`config.mk`:
```
export PLATFORM = sky130hd
export DESIGN_NAME = sit_target
export DESIGN_NICKNAME = d
export VERILOG_FILES = /design/src/include/sit_pkg.sv /design/src/core/sit_target.sv /design/src/core/sit_glitch_filter.sv
export SDC_FILE = /design/constraint.sdc
export NUM_CORES = 1
export LEC_CHECK = 0
export BUFFER_PORTS_ARGS = -buffer_cell sky130_fd_sc_hd__buf_4
export CORE_MARGIN = 10
export CORE_UTILIZATION = 50
export DETAILED_ROUTE_END_ITERATION = 6
export PLACE_DENSITY = 0.78
export SETUP_SLACK_MARGIN = 0.2
export SKIP_CTS_REPAIR_TIMING = 1
export SYNTH_ARGS = -nofsm -noshare
export SYNTH_HDL_FRONTEND = slang
export SYNTH_HIERARCHICAL = 1
export SYNTH_SLANG_ARGS = --single-unit
```
`constraint.sdc`:
```
create_clock -name clk -period 5.8 [get_ports clk]
set_input_delay 1.16 -clock clk [delete_from_list [all_inputs] [get_ports clk]]
set_output_delay 1.16 -clock clk [all_outputs]
set_load 0.02 [all_outputs]
```
`src/include/sit_pkg.sv`:
```
// Shared constants and types for the sensor two-wire target and mode control
`default_nettype none
package sit_pkg;
    localparam int CLK_PERIOD_NS = 8;
    // Spikes up to this width are suppressed on both bus inputs
    localparam int SPIKE_NS = 50;
    // Rounded up: a spike that covers the most clock samples must still be rejected
    localparam int SPIKE_CYC_RAW = (SPIKE_NS + CLK_PERIOD_NS - 1) / CLK_PERIOD_NS;
    localparam int SPIKE_CYC = (SPIKE_CYC_RAW < 1) ? 1 : SPIKE_CYC_RAW;
    localparam int FILT_W = 4;
    localparam logic [FILT_W-1:0] FILT_CYC = FILT_W'(SPIKE_CYC);

    localparam logic [6:0] TARGET_ADDR = 7'h60;
    localparam logic [3:0] BIT_CNT_BYTE = 4'h8;

    // Internal primary control register, reached only over the two-wire bus
    localparam logic [7:0] PRIMARY_CTRL_ADDR = 8'h20;
    localparam logic [7:0] PRIMARY_CTRL_RESET = 8'h00;
    localparam int ACTIVE_BIT = 0;
    localparam logic [7:0] PTR_RESET = 8'h00;

    typedef enum logic [2:0] {
        SIT_IDLE = 3'b000,
        SIT_ADDR = 3'b001,
        SIT_ADDR_ACK = 3'b010,
        SIT_WR_BYTE = 3'b011,
        SIT_WR_ACK = 3'b100,
        SIT_RD_BYTE = 3'b101,
        SIT_RD_ACK = 3'b110,
        SIT_IGNORE = 3'b111
    } sit_state_t;
endpackage : sit_pkg
`default_nettype wire

```
`src/core/sit_target.sv`:
```
// Two-wire bus target with register pointer access and standby/active mode control
`default_nettype none
module sit_target (
    input wire logic clk, // System clock, 125 MHz
    input wire logic reset_n, // Asynchronous power-on reset, active low
    input wire logic scl_in, // Bus clock pin, input only
    input wire logic sda_in, // Bus data pin level
    output logic sda_out, // Bus data drive value, always low
    output logic sda_oe, // High while pulling the data line low
    output logic bus_busy, // Bus held between start and stop
    output logic [7:0] reg_addr, // Register pointer to the register file
    output logic [7:0] reg_wdata, // Byte written by the master
    output logic reg_wr, // One-cycle write strobe
    output logic reg_rd, // One-cycle read strobe, data taken on the edge that raises it
    input wire logic [7:0] reg_rdata, // Register file data at reg_addr
    output logic active_mode_select, // Control bit: 1 active, 0 standby
    output logic analog_enable // Analog subsystem and acquisition enable
);
    import sit_pkg::*;

    logic scl_f;
    logic sda_f;
    logic scl_q;
    logic sda_q;
    logic start_ev;
    logic stop_ev;
    logic scl_rise;
    logic scl_fall;
    sit_state_t state;
    logic [7:0] shift;
    logic [3:0] bit_cnt;
    logic rw;
    logic first_byte;
    logic master_ack;
    logic [7:0] primary_control_register;
    logic [7:0] rd_byte;
    logic ctrl_hit;

    sit_glitch_filter u_scl_filt (
        .clk(clk),
        .reset_n(reset_n),
        .raw(scl_in),
        .filt(scl_f)
    );

    sit_glitch_filter u_sda_filt (
        .clk(clk),
        .reset_n(reset_n),
        .raw(sda_in),
        .filt(sda_f)
    );

    always_ff @(posedge clk or negedge reset_n) begin
        if (!reset_n) begin
            scl_q <= 1'b1;
            sda_q <= 1'b1;
        end else begin
            scl_q <= scl_f;
            sda_q <= sda_f;
        end
    end

    // Open-drain data line; the clock line has no driver at all
    assign sda_out = 1'b0;
    assign start_ev = scl_f && scl_q && sda_q && !sda_f;
    assign stop_ev = scl_f && scl_q && !sda_q && sda_f;
    // Edges only; a clock held low simply produces no event
    assign scl_rise = scl_f && !scl_q;
    assign scl_fall = !scl_f && scl_q;

    assign ctrl_hit = (reg_addr == PRIMARY_CTRL_ADDR);
    // Control register is served locally; all others come from the register file
    assign rd_byte = ctrl_hit ? primary_control_register : reg_rdata;

    always_ff @(posedge clk or negedge reset_n) begin
        if (!reset_n) begin
            bus_busy <= 1'b0;
        end else if (start_ev) begin
            bus_busy <= 1'b1;
        end else if (stop_ev) begin
            bus_busy <= 1'b0;
        end
    end

    // Mode follows the control bit; bus access is never gated by it
    always_ff @(posedge clk or negedge reset_n) begin
        if (!reset_n) begin
            primary_control_register <= PRIMARY_CTRL_RESET;
        end else if (state == SIT_WR_BYTE && scl_fall && bit_cnt == BIT_CNT_BYTE
                     && !first_byte && ctrl_hit) begin
            primary_control_register <= shift;
        end
    end

    assign active_mode_select = primary_control_register[ACTIVE_BIT];
    assign analog_enable = active_mode_select;

    always_ff @(posedge clk or negedge reset_n) begin
        if (!reset_n) begin
            state <= SIT_IDLE;
            shift <= '0;
            bit_cnt <= '0;
            rw <= 1'b0;
            first_byte <= 1'b0;
            master_ack <= 1'b0;
            sda_oe <= 1'b0;
            reg_addr <= PTR_RESET;
            reg_wdata <= '0;
            reg_wr <= 1'b0;
            reg_rd <= 1'b0;
        end else begin
            reg_wr <= 1'b0;
            reg_rd <= 1'b0;
            if (start_ev) begin
                // Also serves a repeated start; the pointer is kept
                state <= SIT_ADDR;
                bit_cnt <= '0;
                sda_oe <= 1'b0;
            end else if (stop_ev) begin
                state <= SIT_IDLE;
                sda_oe <= 1'b0;
            end else begin
                unique case (state)
                    SIT_IDLE, SIT_IGNORE: begin
                        sda_oe <= 1'b0;
                    end
                    SIT_ADDR, SIT_WR_BYTE: begin
                        if (scl_rise) begin
                            shift <= {shift[6:0], sda_f};
                            bit_cnt <= bit_cnt + 1'b1;
                        end else if (scl_fall && bit_cnt == BIT_CNT_BYTE) begin
                            if (state == SIT_ADDR) begin
                                if (shift[7:1] == TARGET_ADDR) begin
                                    rw <= shift[0];
                                    sda_oe <= 1'b1;
                                    state <= SIT_ADDR_ACK;
                                end else begin
                                    state <= SIT_IGNORE;
                                end
                            end else begin
                                sda_oe <= 1'b1;
                                state <= SIT_WR_ACK;
                                first_byte <= 1'b0;
                                if (first_byte) begin
                                    reg_addr <= shift;
                                end else begin
                                    reg_wdata <= shift;
                                    reg_wr <= !ctrl_hit;
                                    // Pointer walks on and wraps from the top back to zero for long bursts
                                    reg_addr <= reg_addr + 1'b1;
                                end
                            end
                        end
                    end
                    SIT_ADDR_ACK: begin
                        if (scl_fall) begin
                            bit_cnt <= '0;
                            if (rw) begin
                                shift <= rd_byte;
                                reg_rd <= 1'b1;
                                sda_oe <= !rd_byte[7];
                                state <= SIT_RD_BYTE;
                            end else begin
                                sda_oe <= 1'b0;
                                first_byte <= 1'b1;
                                state <= SIT_WR_BYTE;
                            end
                        end
                    end
                    SIT_WR_ACK: begin
                        if (scl_fall) begin
                            sda_oe <= 1'b0;
                            bit_cnt <= '0;
                            state <= SIT_WR_BYTE;
                        end
                    end
                    SIT_RD_BYTE: begin
                        if (scl_rise) begin
                            bit_cnt <= bit_cnt + 1'b1;
                        end else if (scl_fall) begin
                            if (bit_cnt == BIT_CNT_BYTE) begin
                                sda_oe <= 1'b0;
                                reg_addr <= reg_addr + 1'b1;
                                state <= SIT_RD_ACK;
                            end else begin
                                shift <= {shift[6:0], 1'b0};
                                sda_oe <= !shift[6];
                            end
                        end
                    end
                    SIT_RD_ACK: begin
                        if (scl_rise) begin
                            master_ack <= !sda_f;
                        end else if (scl_fall) begin
                            bit_cnt <= '0;
                            if (master_ack) begin
                                shift <= rd_byte;
                                reg_rd <= 1'b1;
                                sda_oe <= !rd_byte[7];
                                state <= SIT_RD_BYTE;
                            end else begin
                                // No acknowledge ends the read; wait for stop or start
                                state <= SIT_IGNORE;
                            end
                        end
                    end
                endcase
            end
        end
    end

    property p_oe_on_fall;
        @(posedge clk) disable iff (!reset_n)
        $changed(sda_oe) |-> $past(scl_fall) || $past(start_ev) || $past(stop_ev);
    endproperty
    a_oe_on_fall: assert property (p_oe_on_fall)
        else $error("data drive changed away from a clock fall");

    property p_busy_set;
        @(posedge clk) disable iff (!reset_n)
        start_ev |=> bus_busy;
    endproperty
    a_busy_set: assert property (p_busy_set)
        else $error("bus not busy after start");

    property p_busy_clr;
        @(posedge clk) disable iff (!reset_n)
        stop_ev |=> !bus_busy && state == SIT_IDLE;
    endproperty
    a_busy_clr: assert property (p_busy_clr)
        else $error("bus still busy after stop");

    property p_addr_match;
        @(posedge clk) disable iff (!reset_n)
        state == SIT_ADDR && scl_fall && !start_ev && !stop_ev && bit_cnt == 4'h8
            && shift[7:1] == 7'h60 |=> state == SIT_ADDR_ACK && sda_oe;
    endproperty
    a_addr_match: assert property (p_addr_match)
        else $error("own address not acknowledged");

    property p_addr_miss;
        @(posedge clk) disable iff (!reset_n)
        state == SIT_ADDR && scl_fall && !start_ev && !stop_ev && bit_cnt == 4'h8
            && shift[7:1] != 7'h60 |=> state == SIT_IGNORE && !sda_oe;
    endproperty
    a_addr_miss: assert property (p_addr_miss)
        else $error("foreign address not ignored");

    property p_ack_held;
        @(posedge clk) disable iff (!reset_n)
        state == SIT_ADDR_ACK || state == SIT_WR_ACK |-> sda_oe;
    endproperty
    a_ack_held: assert property (p_ack_held)
        else $error("acknowledge released early");

    property p_rd_release;
        @(posedge clk) disable iff (!reset_n)
        state == SIT_RD_ACK || state == SIT_IGNORE || state == SIT_IDLE |-> !sda_oe;
    endproperty
    a_rd_release: assert property (p_rd_release)
        else $error("data line driven in master acknowledge");

    property p_pointer_load;
        @(posedge clk) disable iff (!reset_n)
        state == SIT_WR_BYTE && first_byte && scl_fall && !start_ev && !stop_ev
            && bit_cnt == 4'h8 |=> reg_addr == $past(shift) && !reg_wr;
    endproperty
    a_pointer_load: assert property (p_pointer_load)
        else $error("register pointer not loaded by first byte");

    property p_burst;
        @(posedge clk) disable iff (!reset_n)
        state == SIT_WR_ACK && scl_fall && !start_ev && !stop_ev
            |=> state == SIT_WR_BYTE && bit_cnt == 4'h0;
    endproperty
    a_burst: assert property (p_burst)
        else $error("write burst cut short");

    property p_mode;
        @(posedge clk) disable iff (!reset_n)
        state == SIT_WR_BYTE && scl_fall && !first_byte && bit_cnt == 4'h8 && reg_addr == 8'h20
            |=> active_mode_select == $past(shift[0]) && analog_enable == active_mode_select;
    endproperty
    a_mode: assert property (p_mode)
        else $error("analog enable disagrees with control bit");
endmodule : sit_target
`default_nettype wire

```
`src/core/sit_glitch_filter.sv`:
```
// Two-flop synchroniser followed by a spike-suppressing stability filter
`default_nettype none
module sit_glitch_filter (
    input wire logic clk, // System clock
    input wire logic reset_n, // Asynchronous reset, active low
    input wire logic raw, // Bus line from the pin
    output logic filt // Filtered, synchronised level
);
    import sit_pkg::*;

    logic meta;
    logic sync;
    logic [FILT_W-1:0] cnt;

    always_ff @(posedge clk or negedge reset_n) begin
        if (!reset_n) begin
            meta <= 1'b1;
            sync <= 1'b1;
        end else begin
            meta <= raw;
            sync <= meta;
        end
    end

    // A new level must hold longer than the spike width before it is taken
    always_ff @(posedge clk or negedge reset_n) begin
        if (!reset_n) begin
            cnt <= '0;
            filt <= 1'b1;
        end else if (sync == filt) begin
            cnt <= '0;
        end else if (cnt == FILT_CYC) begin
            cnt <= '0;
            filt <= sync;
        end else begin
            cnt <= cnt + 1'b1;
        end
    end
endmodule : sit_glitch_filter
`default_nettype wire

```
# Word level (Yosys, flattened, before mapping)
# Index checks and enable logic that the tools add are counted.
[totals]
word_cells = 202
output_inout_bits = 23
in_bits = 12
reg_bits = 62
[op_classes]
n_eq_ne = 42
add_sub_neg = 4
n_reduce_logical = 42
n_mux = 84
n_bitwise = 7
[op_table]
columns = ["operator", "count"]
rows = [
  ["8-bit two-way mux", 17],
  ["3-bit two-way mux", 14],
  ["4-bit inequality test, second input constant", 10],
  ["1-bit two-way mux", 36],
  ["4-bit two-way mux", 9],
  ["8-bit one-hot mux with 4 select lines", 1],
  ["2-bit inequality test, second input constant", 15],
  ["10-bit AND reduction", 2],
  ["8-bit one-hot mux with 2 select lines", 1],
  ["3-bit one-hot mux with 5 select lines", 1],
  ["7-bit AND reduction", 2],
  ["4-bit by 1-bit adder with 4-bit output, second input constant", 3],
  ["3-bit == test, second input constant", 4],
  ["1-bit logical AND", 12],
  ["4-bit one-hot mux with 3 select lines", 1],
  ["12-bit AND reduction", 1],
  ["9-bit AND reduction", 1],
  ["8-bit by 1-bit adder with 8-bit output, second input constant", 1],
  ["4-bit by 3-bit == test with 1-bit output, second input constant", 2],
  ["8-bit by 6-bit == test with 1-bit output, second input constant", 1],
  ["1-bit logical NOT", 8],
  ["4-bit AND reduction", 2],
  ["8-bit AND reduction", 1],
  ["4-bit nonzero test", 2],
  ["other kinds (18)", 32],
]

# Depth between registers and ports, before layout
[depth]
depth_word = 9
mapped_depth = 9
depth_no_buf = 7

# Modules after synthesis
# The synthesis kept the hierarchy.
[modules_own_cells]
columns = ["mod", "cells_per_inst", "instances", "area_per_inst_um2", "seq_area_each_um2"]
rows = [
  ["sit_target", 265, 1, 2630.0, 1203.7],
  ["sit_glitch_filter at u_sda_filt", 19, 1, 289.0, 178.9],
  ["sit_glitch_filter at u_scl_filt", 20, 1, 271.5, 178.9],
]

# Least setup slack after synthesis
# Ideal clock, no wire load.
[synth_path]
kind = "reg-to-reg"
from = "register bit_cnt[0]"
to = "register shift[0]"
setup_time_ns = 0.125
period_less_slack_ns = 2.122
path_slack_ns = 3.678
stages_incl_launch_ff = 9
t_required_ns = 5.675
arrival_time_ns = 1.997
path_buffers = 1
path_cell_list = "dfrtp_1 inv_1 ha_1 and3b_1 o21ai_0 a21oi_1 or4_1 buf_6 mux2_4"
[synth_via]
elab_chain_cells = 3
[synth_lines]
columns = ["item", "line_no", "rtl"]
rows = [
  ["start, declared", "sit_target.sv:31", "logic [3:0] bit_cnt;"],
  ["start signal, assigned", "sit_target.sv:130", "bit_cnt <= bit_cnt + 1'b1;"],
  ["start signal, assigned", "sit_target.sv:179", "bit_cnt <= bit_cnt + 1'b1;"],
  ["4-bit == test", "sit_target.sv:181", "if (bit_cnt == BIT_CNT_BYTE) begin"],
  ["2-bit inequality test (no source line)", "--", ""],
  ["12-bit AND reduction (no source line)", "--", ""],
  ["end signal, assigned", "sit_target.sv:159", "shift <= rd_byte;"],
  ["end signal, assigned", "sit_target.sv:186", "shift <= {shift[6:0], 1'b0};"],
  ["end signal, assigned", "sit_target.sv:197", "shift <= rd_byte;"],
  ["end, declared", "sit_target.sv:30", "logic [7:0] shift;"],
]
# No other way between the ends.
# A chain may end at the register's enable or synchronous reset.

# Worst setup path after layout
[layout_path]
from = "register reg_addr[0]"
to = "register sda_oe"
[layout_via]
elab_chain_cells = 9
elab_cells_between_ends = 11
classes_between = "eq/ne (1); mux (9); reduce/logical (1)"
[layout_lines]
columns = ["item", "line_no", "rtl"]
rows = [
  ["start, declared", "sit_target.sv:11", "output logic [7:0] reg_addr,"],
  ["start signal, assigned", "sit_target.sv:145", "reg_addr <= shift;"],
  ["start signal, assigned", "sit_target.sv:150", "reg_addr <= reg_addr + 1'b1;"],
  ["start signal, assigned", "sit_target.sv:183", "reg_addr <= reg_addr + 1'b1;"],
  ["8-bit by 6-bit == test with 1-bit output *", "sit_target.sv:71", "assign ctrl_hit = (reg_addr == PRIMARY_CTRL_ADDR);"],
  ["8-bit two-way mux *", "sit_target.sv:73", "assign rd_byte = ctrl_hit ? primary_control_register : reg_rdata;"],
  ["1-bit logical NOT *", "sit_target.sv:161, sit_target.sv:199", ""],
  ["1-bit two-way mux", "sit_target.sv:196", "if (master_ack) begin"],
  ["1-bit two-way mux", "sit_target.sv:194", "end else if (scl_fall) begin"],
  ["1-bit two-way mux", "sit_target.sv:192", "if (scl_rise) begin"],
  ["1-bit one-hot mux with 6 select lines *", "sit_target.sv:123", "unique case (state)"],
  ["1-bit two-way mux *", "sit_target.sv:119", "end else if (stop_ev) begin"],
  ["1-bit two-way mux *", "sit_target.sv:114", "if (start_ev) begin"],
  ["end signal, assigned", "sit_target.sv:161", "sda_oe <= !rd_byte[7];"],
  ["end signal, assigned", "sit_target.sv:187", "sda_oe <= !shift[6];"],
  ["end signal, assigned", "sit_target.sv:199", "sda_oe <= !rd_byte[7];"],
  ["end, declared", "sit_target.sv:9", "output logic sda_oe,"],
]
# Mark *: on every way between the ends. The rest lies on a longest branch, timed or not. The select of a mux whose other input is x is not followed.

==> results.md <==
* Static leakage at 1.76 nW
* Critical Path End: sda_oe
* Post-Synth Simple-Gate Area at 17.4%
* Finish-stage setup viols at 0
* Max-cap check violation count at 0
* Initial DRC Count at 279
* Post-DP HPWL at 4570 um
* Synth Area in Compound Gates at 12.1%
* Largest family of logic cells by synthesized area: simple AND/OR/NAND/NOR gates
* Antenna violations before repair at 0
* Crit Path Category: flop to flop
* Yosys reg bits at 62
* Port Buffers at 33
* Detailed-route vias per instance at 5.74
* Largest net degree at the start of global routing at 63
* Seq/Total Area, Yosys at 48.9%
* Row count at 29
* Fraction of synthesized cell area in xor and xnor cells at 1.65%
* Die area at 9980 um2
* Residual DRC at 0
* Area grow syn2layout at 14.6%
* CTS Buf Count at 9
* TritonCTS clock tree: built
* Slew @ Worst Pin at 0.760 ns
* Fmax at 0.392 GHz
* Grt ovf at 0
* Max H-tree Level at 3
* Initial core utilization at 50.8%
* Final net count at 353
* Area fraction of the dominant cell type after synthesis at 42.4%
* Fin. max-slew vios at 0
* CTS sink cnt at 62
* YS warnings at 6
* Antenna diode count at 0
* Worst Setup SP: reg_addr[0]
* Number of global-route vias before repair at 2436
* Via count at 2394
* Syn Std Cell Area at 3190 um2
* FF-to-FF End: sda_oe
* PnR Total Power at 0.00122 W
* Post-synth cell types at 55
* Commonest cells in the netlist: dfrtp_1, nand2_1, a21oi_1
* Setup TNS at 0 ns
* FF-to-FF setup slack at 3.25 ns
* VDD IR-drop max at 0.282 mV
* Maximum buffer depth of the clock tree at 2
* Synth Area in Adders at 2.35%
* Critical Path Fanout Max at 10
* Top-count cell post-synth: dfrtp_1
* Max-slew headroom at 49.3%
* Pre-CTS setup slack at 3.24 ns
* Root Buffer Master: clkbuf_8
* Worst setup margin at 3.25 ns
* Reg2Reg Depth at 7
* Period minus WS final at 2.55 ns
* Mux share of post-synthesis cell area at 14.3%
* Clock transition at path regs at 0.07 ns
* 1st-pass router iterations at 4
* Chip Width at 99.9 um
* Io pins at 35
* Post-synth top area cell: dfrtp_1
* GPL Wtd Cong at 0.921
* Setup Skew at 0.00849 ns
* Final period util at 43.9%
* Async SR Flop Fraction at 100%
* Share of cells above drive strength 1 at 26.5%
* Worst endpoint required time at 6.06 ns
* Top post-synthesis cells by area: dfrtp_1, dfstp_2, mux2_2
* Tot GR Track Use at 13.5%
* CP endpoint kind: flop
* Post-DRT Antenna Nets at 0
* Unrepaired setup endpoints after global routing: false
* Outcome: complete, no violations
* Number of synthesized flops with an enable pin at 0
* Final hold vios at 0
* Top_reg_cell synth: dfrtp_1
* Core Box Area at 6280 um2
* Tightest Hold Check Type: flop to flop
* Die Y at 99.9 um
* Syn_nets at 322
* Crit path DAT at 2.80 ns
* Routed len/inst at 15.8 um
* WHS at 0.357 ns
* CP Launch Type: flop
* Drt total wl at 6580 um
* RR Startpoint: reg_addr[0]
* Cells after Synth at 304
* Clock Latency Late Sink at 0.34 ns
* Syn Area/Cell at 10.5 um2
* First-pass GRT wire length at 11200 um
* Power Density at 333 nW/um2
stage by stage:
stage	utilization, %	cell area, um2	cells
after global placement	55.3	3470	401
after detailed placement	55.3	3470	401
final	58.3	3660	417
after CTS	58.3	3660	417
after global routing	58.3	3660	417
after floorplan	-	3190	304
layout make-up:
cell class | count | area, um2
clock buffer | 9 | 124
clock inverter | 7 | 65.1
fill | 541 | 2620
inverter | 9 | 33.8
multi-input combinational | 220 | 1530
sequential | 62 | 1560
tap | 77 | 96.3
timing repair buffer | 33 | 248
cell usage in the layout (no fill, tap or decap), types with 9 or more instances in the layout:
cell type   n
nand2_1    29
mux2_2     15
nand3_1    14
clkbuf_8    9
nor2_1     16
buf_4      33
dfrtp_1    54
mux2i_1    13
a21oi_1    21
mux2_4      9
o21ai_0    19
inv_1       9
kinds of logic (layout without fill, tap and decap cells):
logic type / after synthesis / after routing
and+or+nand+nor: 104 / 104
AOI/OAI and AO/OA: 64 / 64
DFF: 62 / 62
muxes: 39 / 39
buffers and inverters: 22 / 58
adders and majority gates: 6 / 6
xor gates and xnor gates: 6 / 6
other: 1 / 1
layer usage:
layer | routed length (um) | vias to the layer above | track usage (%)
met5 | 0 | - | 0
met4 | 62 | 0 | 5.95
met3 | 478 | 7 | 3.71
met2 | 3090 | 70 | 20.9
met1 | 2950 | 1160 | 17.2
li1 | - | 1157 | -
state kept, by name, indices dropped and copies added, names as in the netlist, 3 cells and up:
register and flops:
bit_cnt 4, primary_control_register 8, reg_addr 8, reg_wdata 8, shift 8, state 3, u_scl_filt/cnt 4, u_sda_filt/cnt 4
how the worst min path moves through the flow:
stage / cells past startpoint / slack [ns] / from / endpoint
2_1_floorplan: 0 / 0.35 / u_scl_filt/meta / u_scl_filt/sync
3_3_place_gp: 0 / 0.35 / u_sda_filt/meta / u_sda_filt/sync
3_5_place_dp: 0 / 0.35 / u_sda_filt/meta / u_sda_filt/sync
4_1_cts: 0 / 0.36 / u_sda_filt/meta / u_sda_filt/sync
5_1_grt: 0 / 0.36 / u_sda_filt/meta / u_sda_filt/sync
6_report: 0 / 0.36 / u_sda_filt/meta / u_sda_filt/sync
worst max-delay path: stages, from the launching register on:
cell,delay (ns)
dfrtp_1,0.46
inv_1,0.17
ha_1,0.18
nor4b_1,0.23
nand3_1,0.55
mux2_2,0.49
o211a_1,0.22
nor3_1,0.16
report_power, final:
part	total [W]	switching (W)	internal, W
combinational	0.000251	0.000118	0.000133
sequential	0.000603	0.0000946	0.000508
clock	0.000366	0.000171	0.000195
Power figures use the tool's default switching activity.
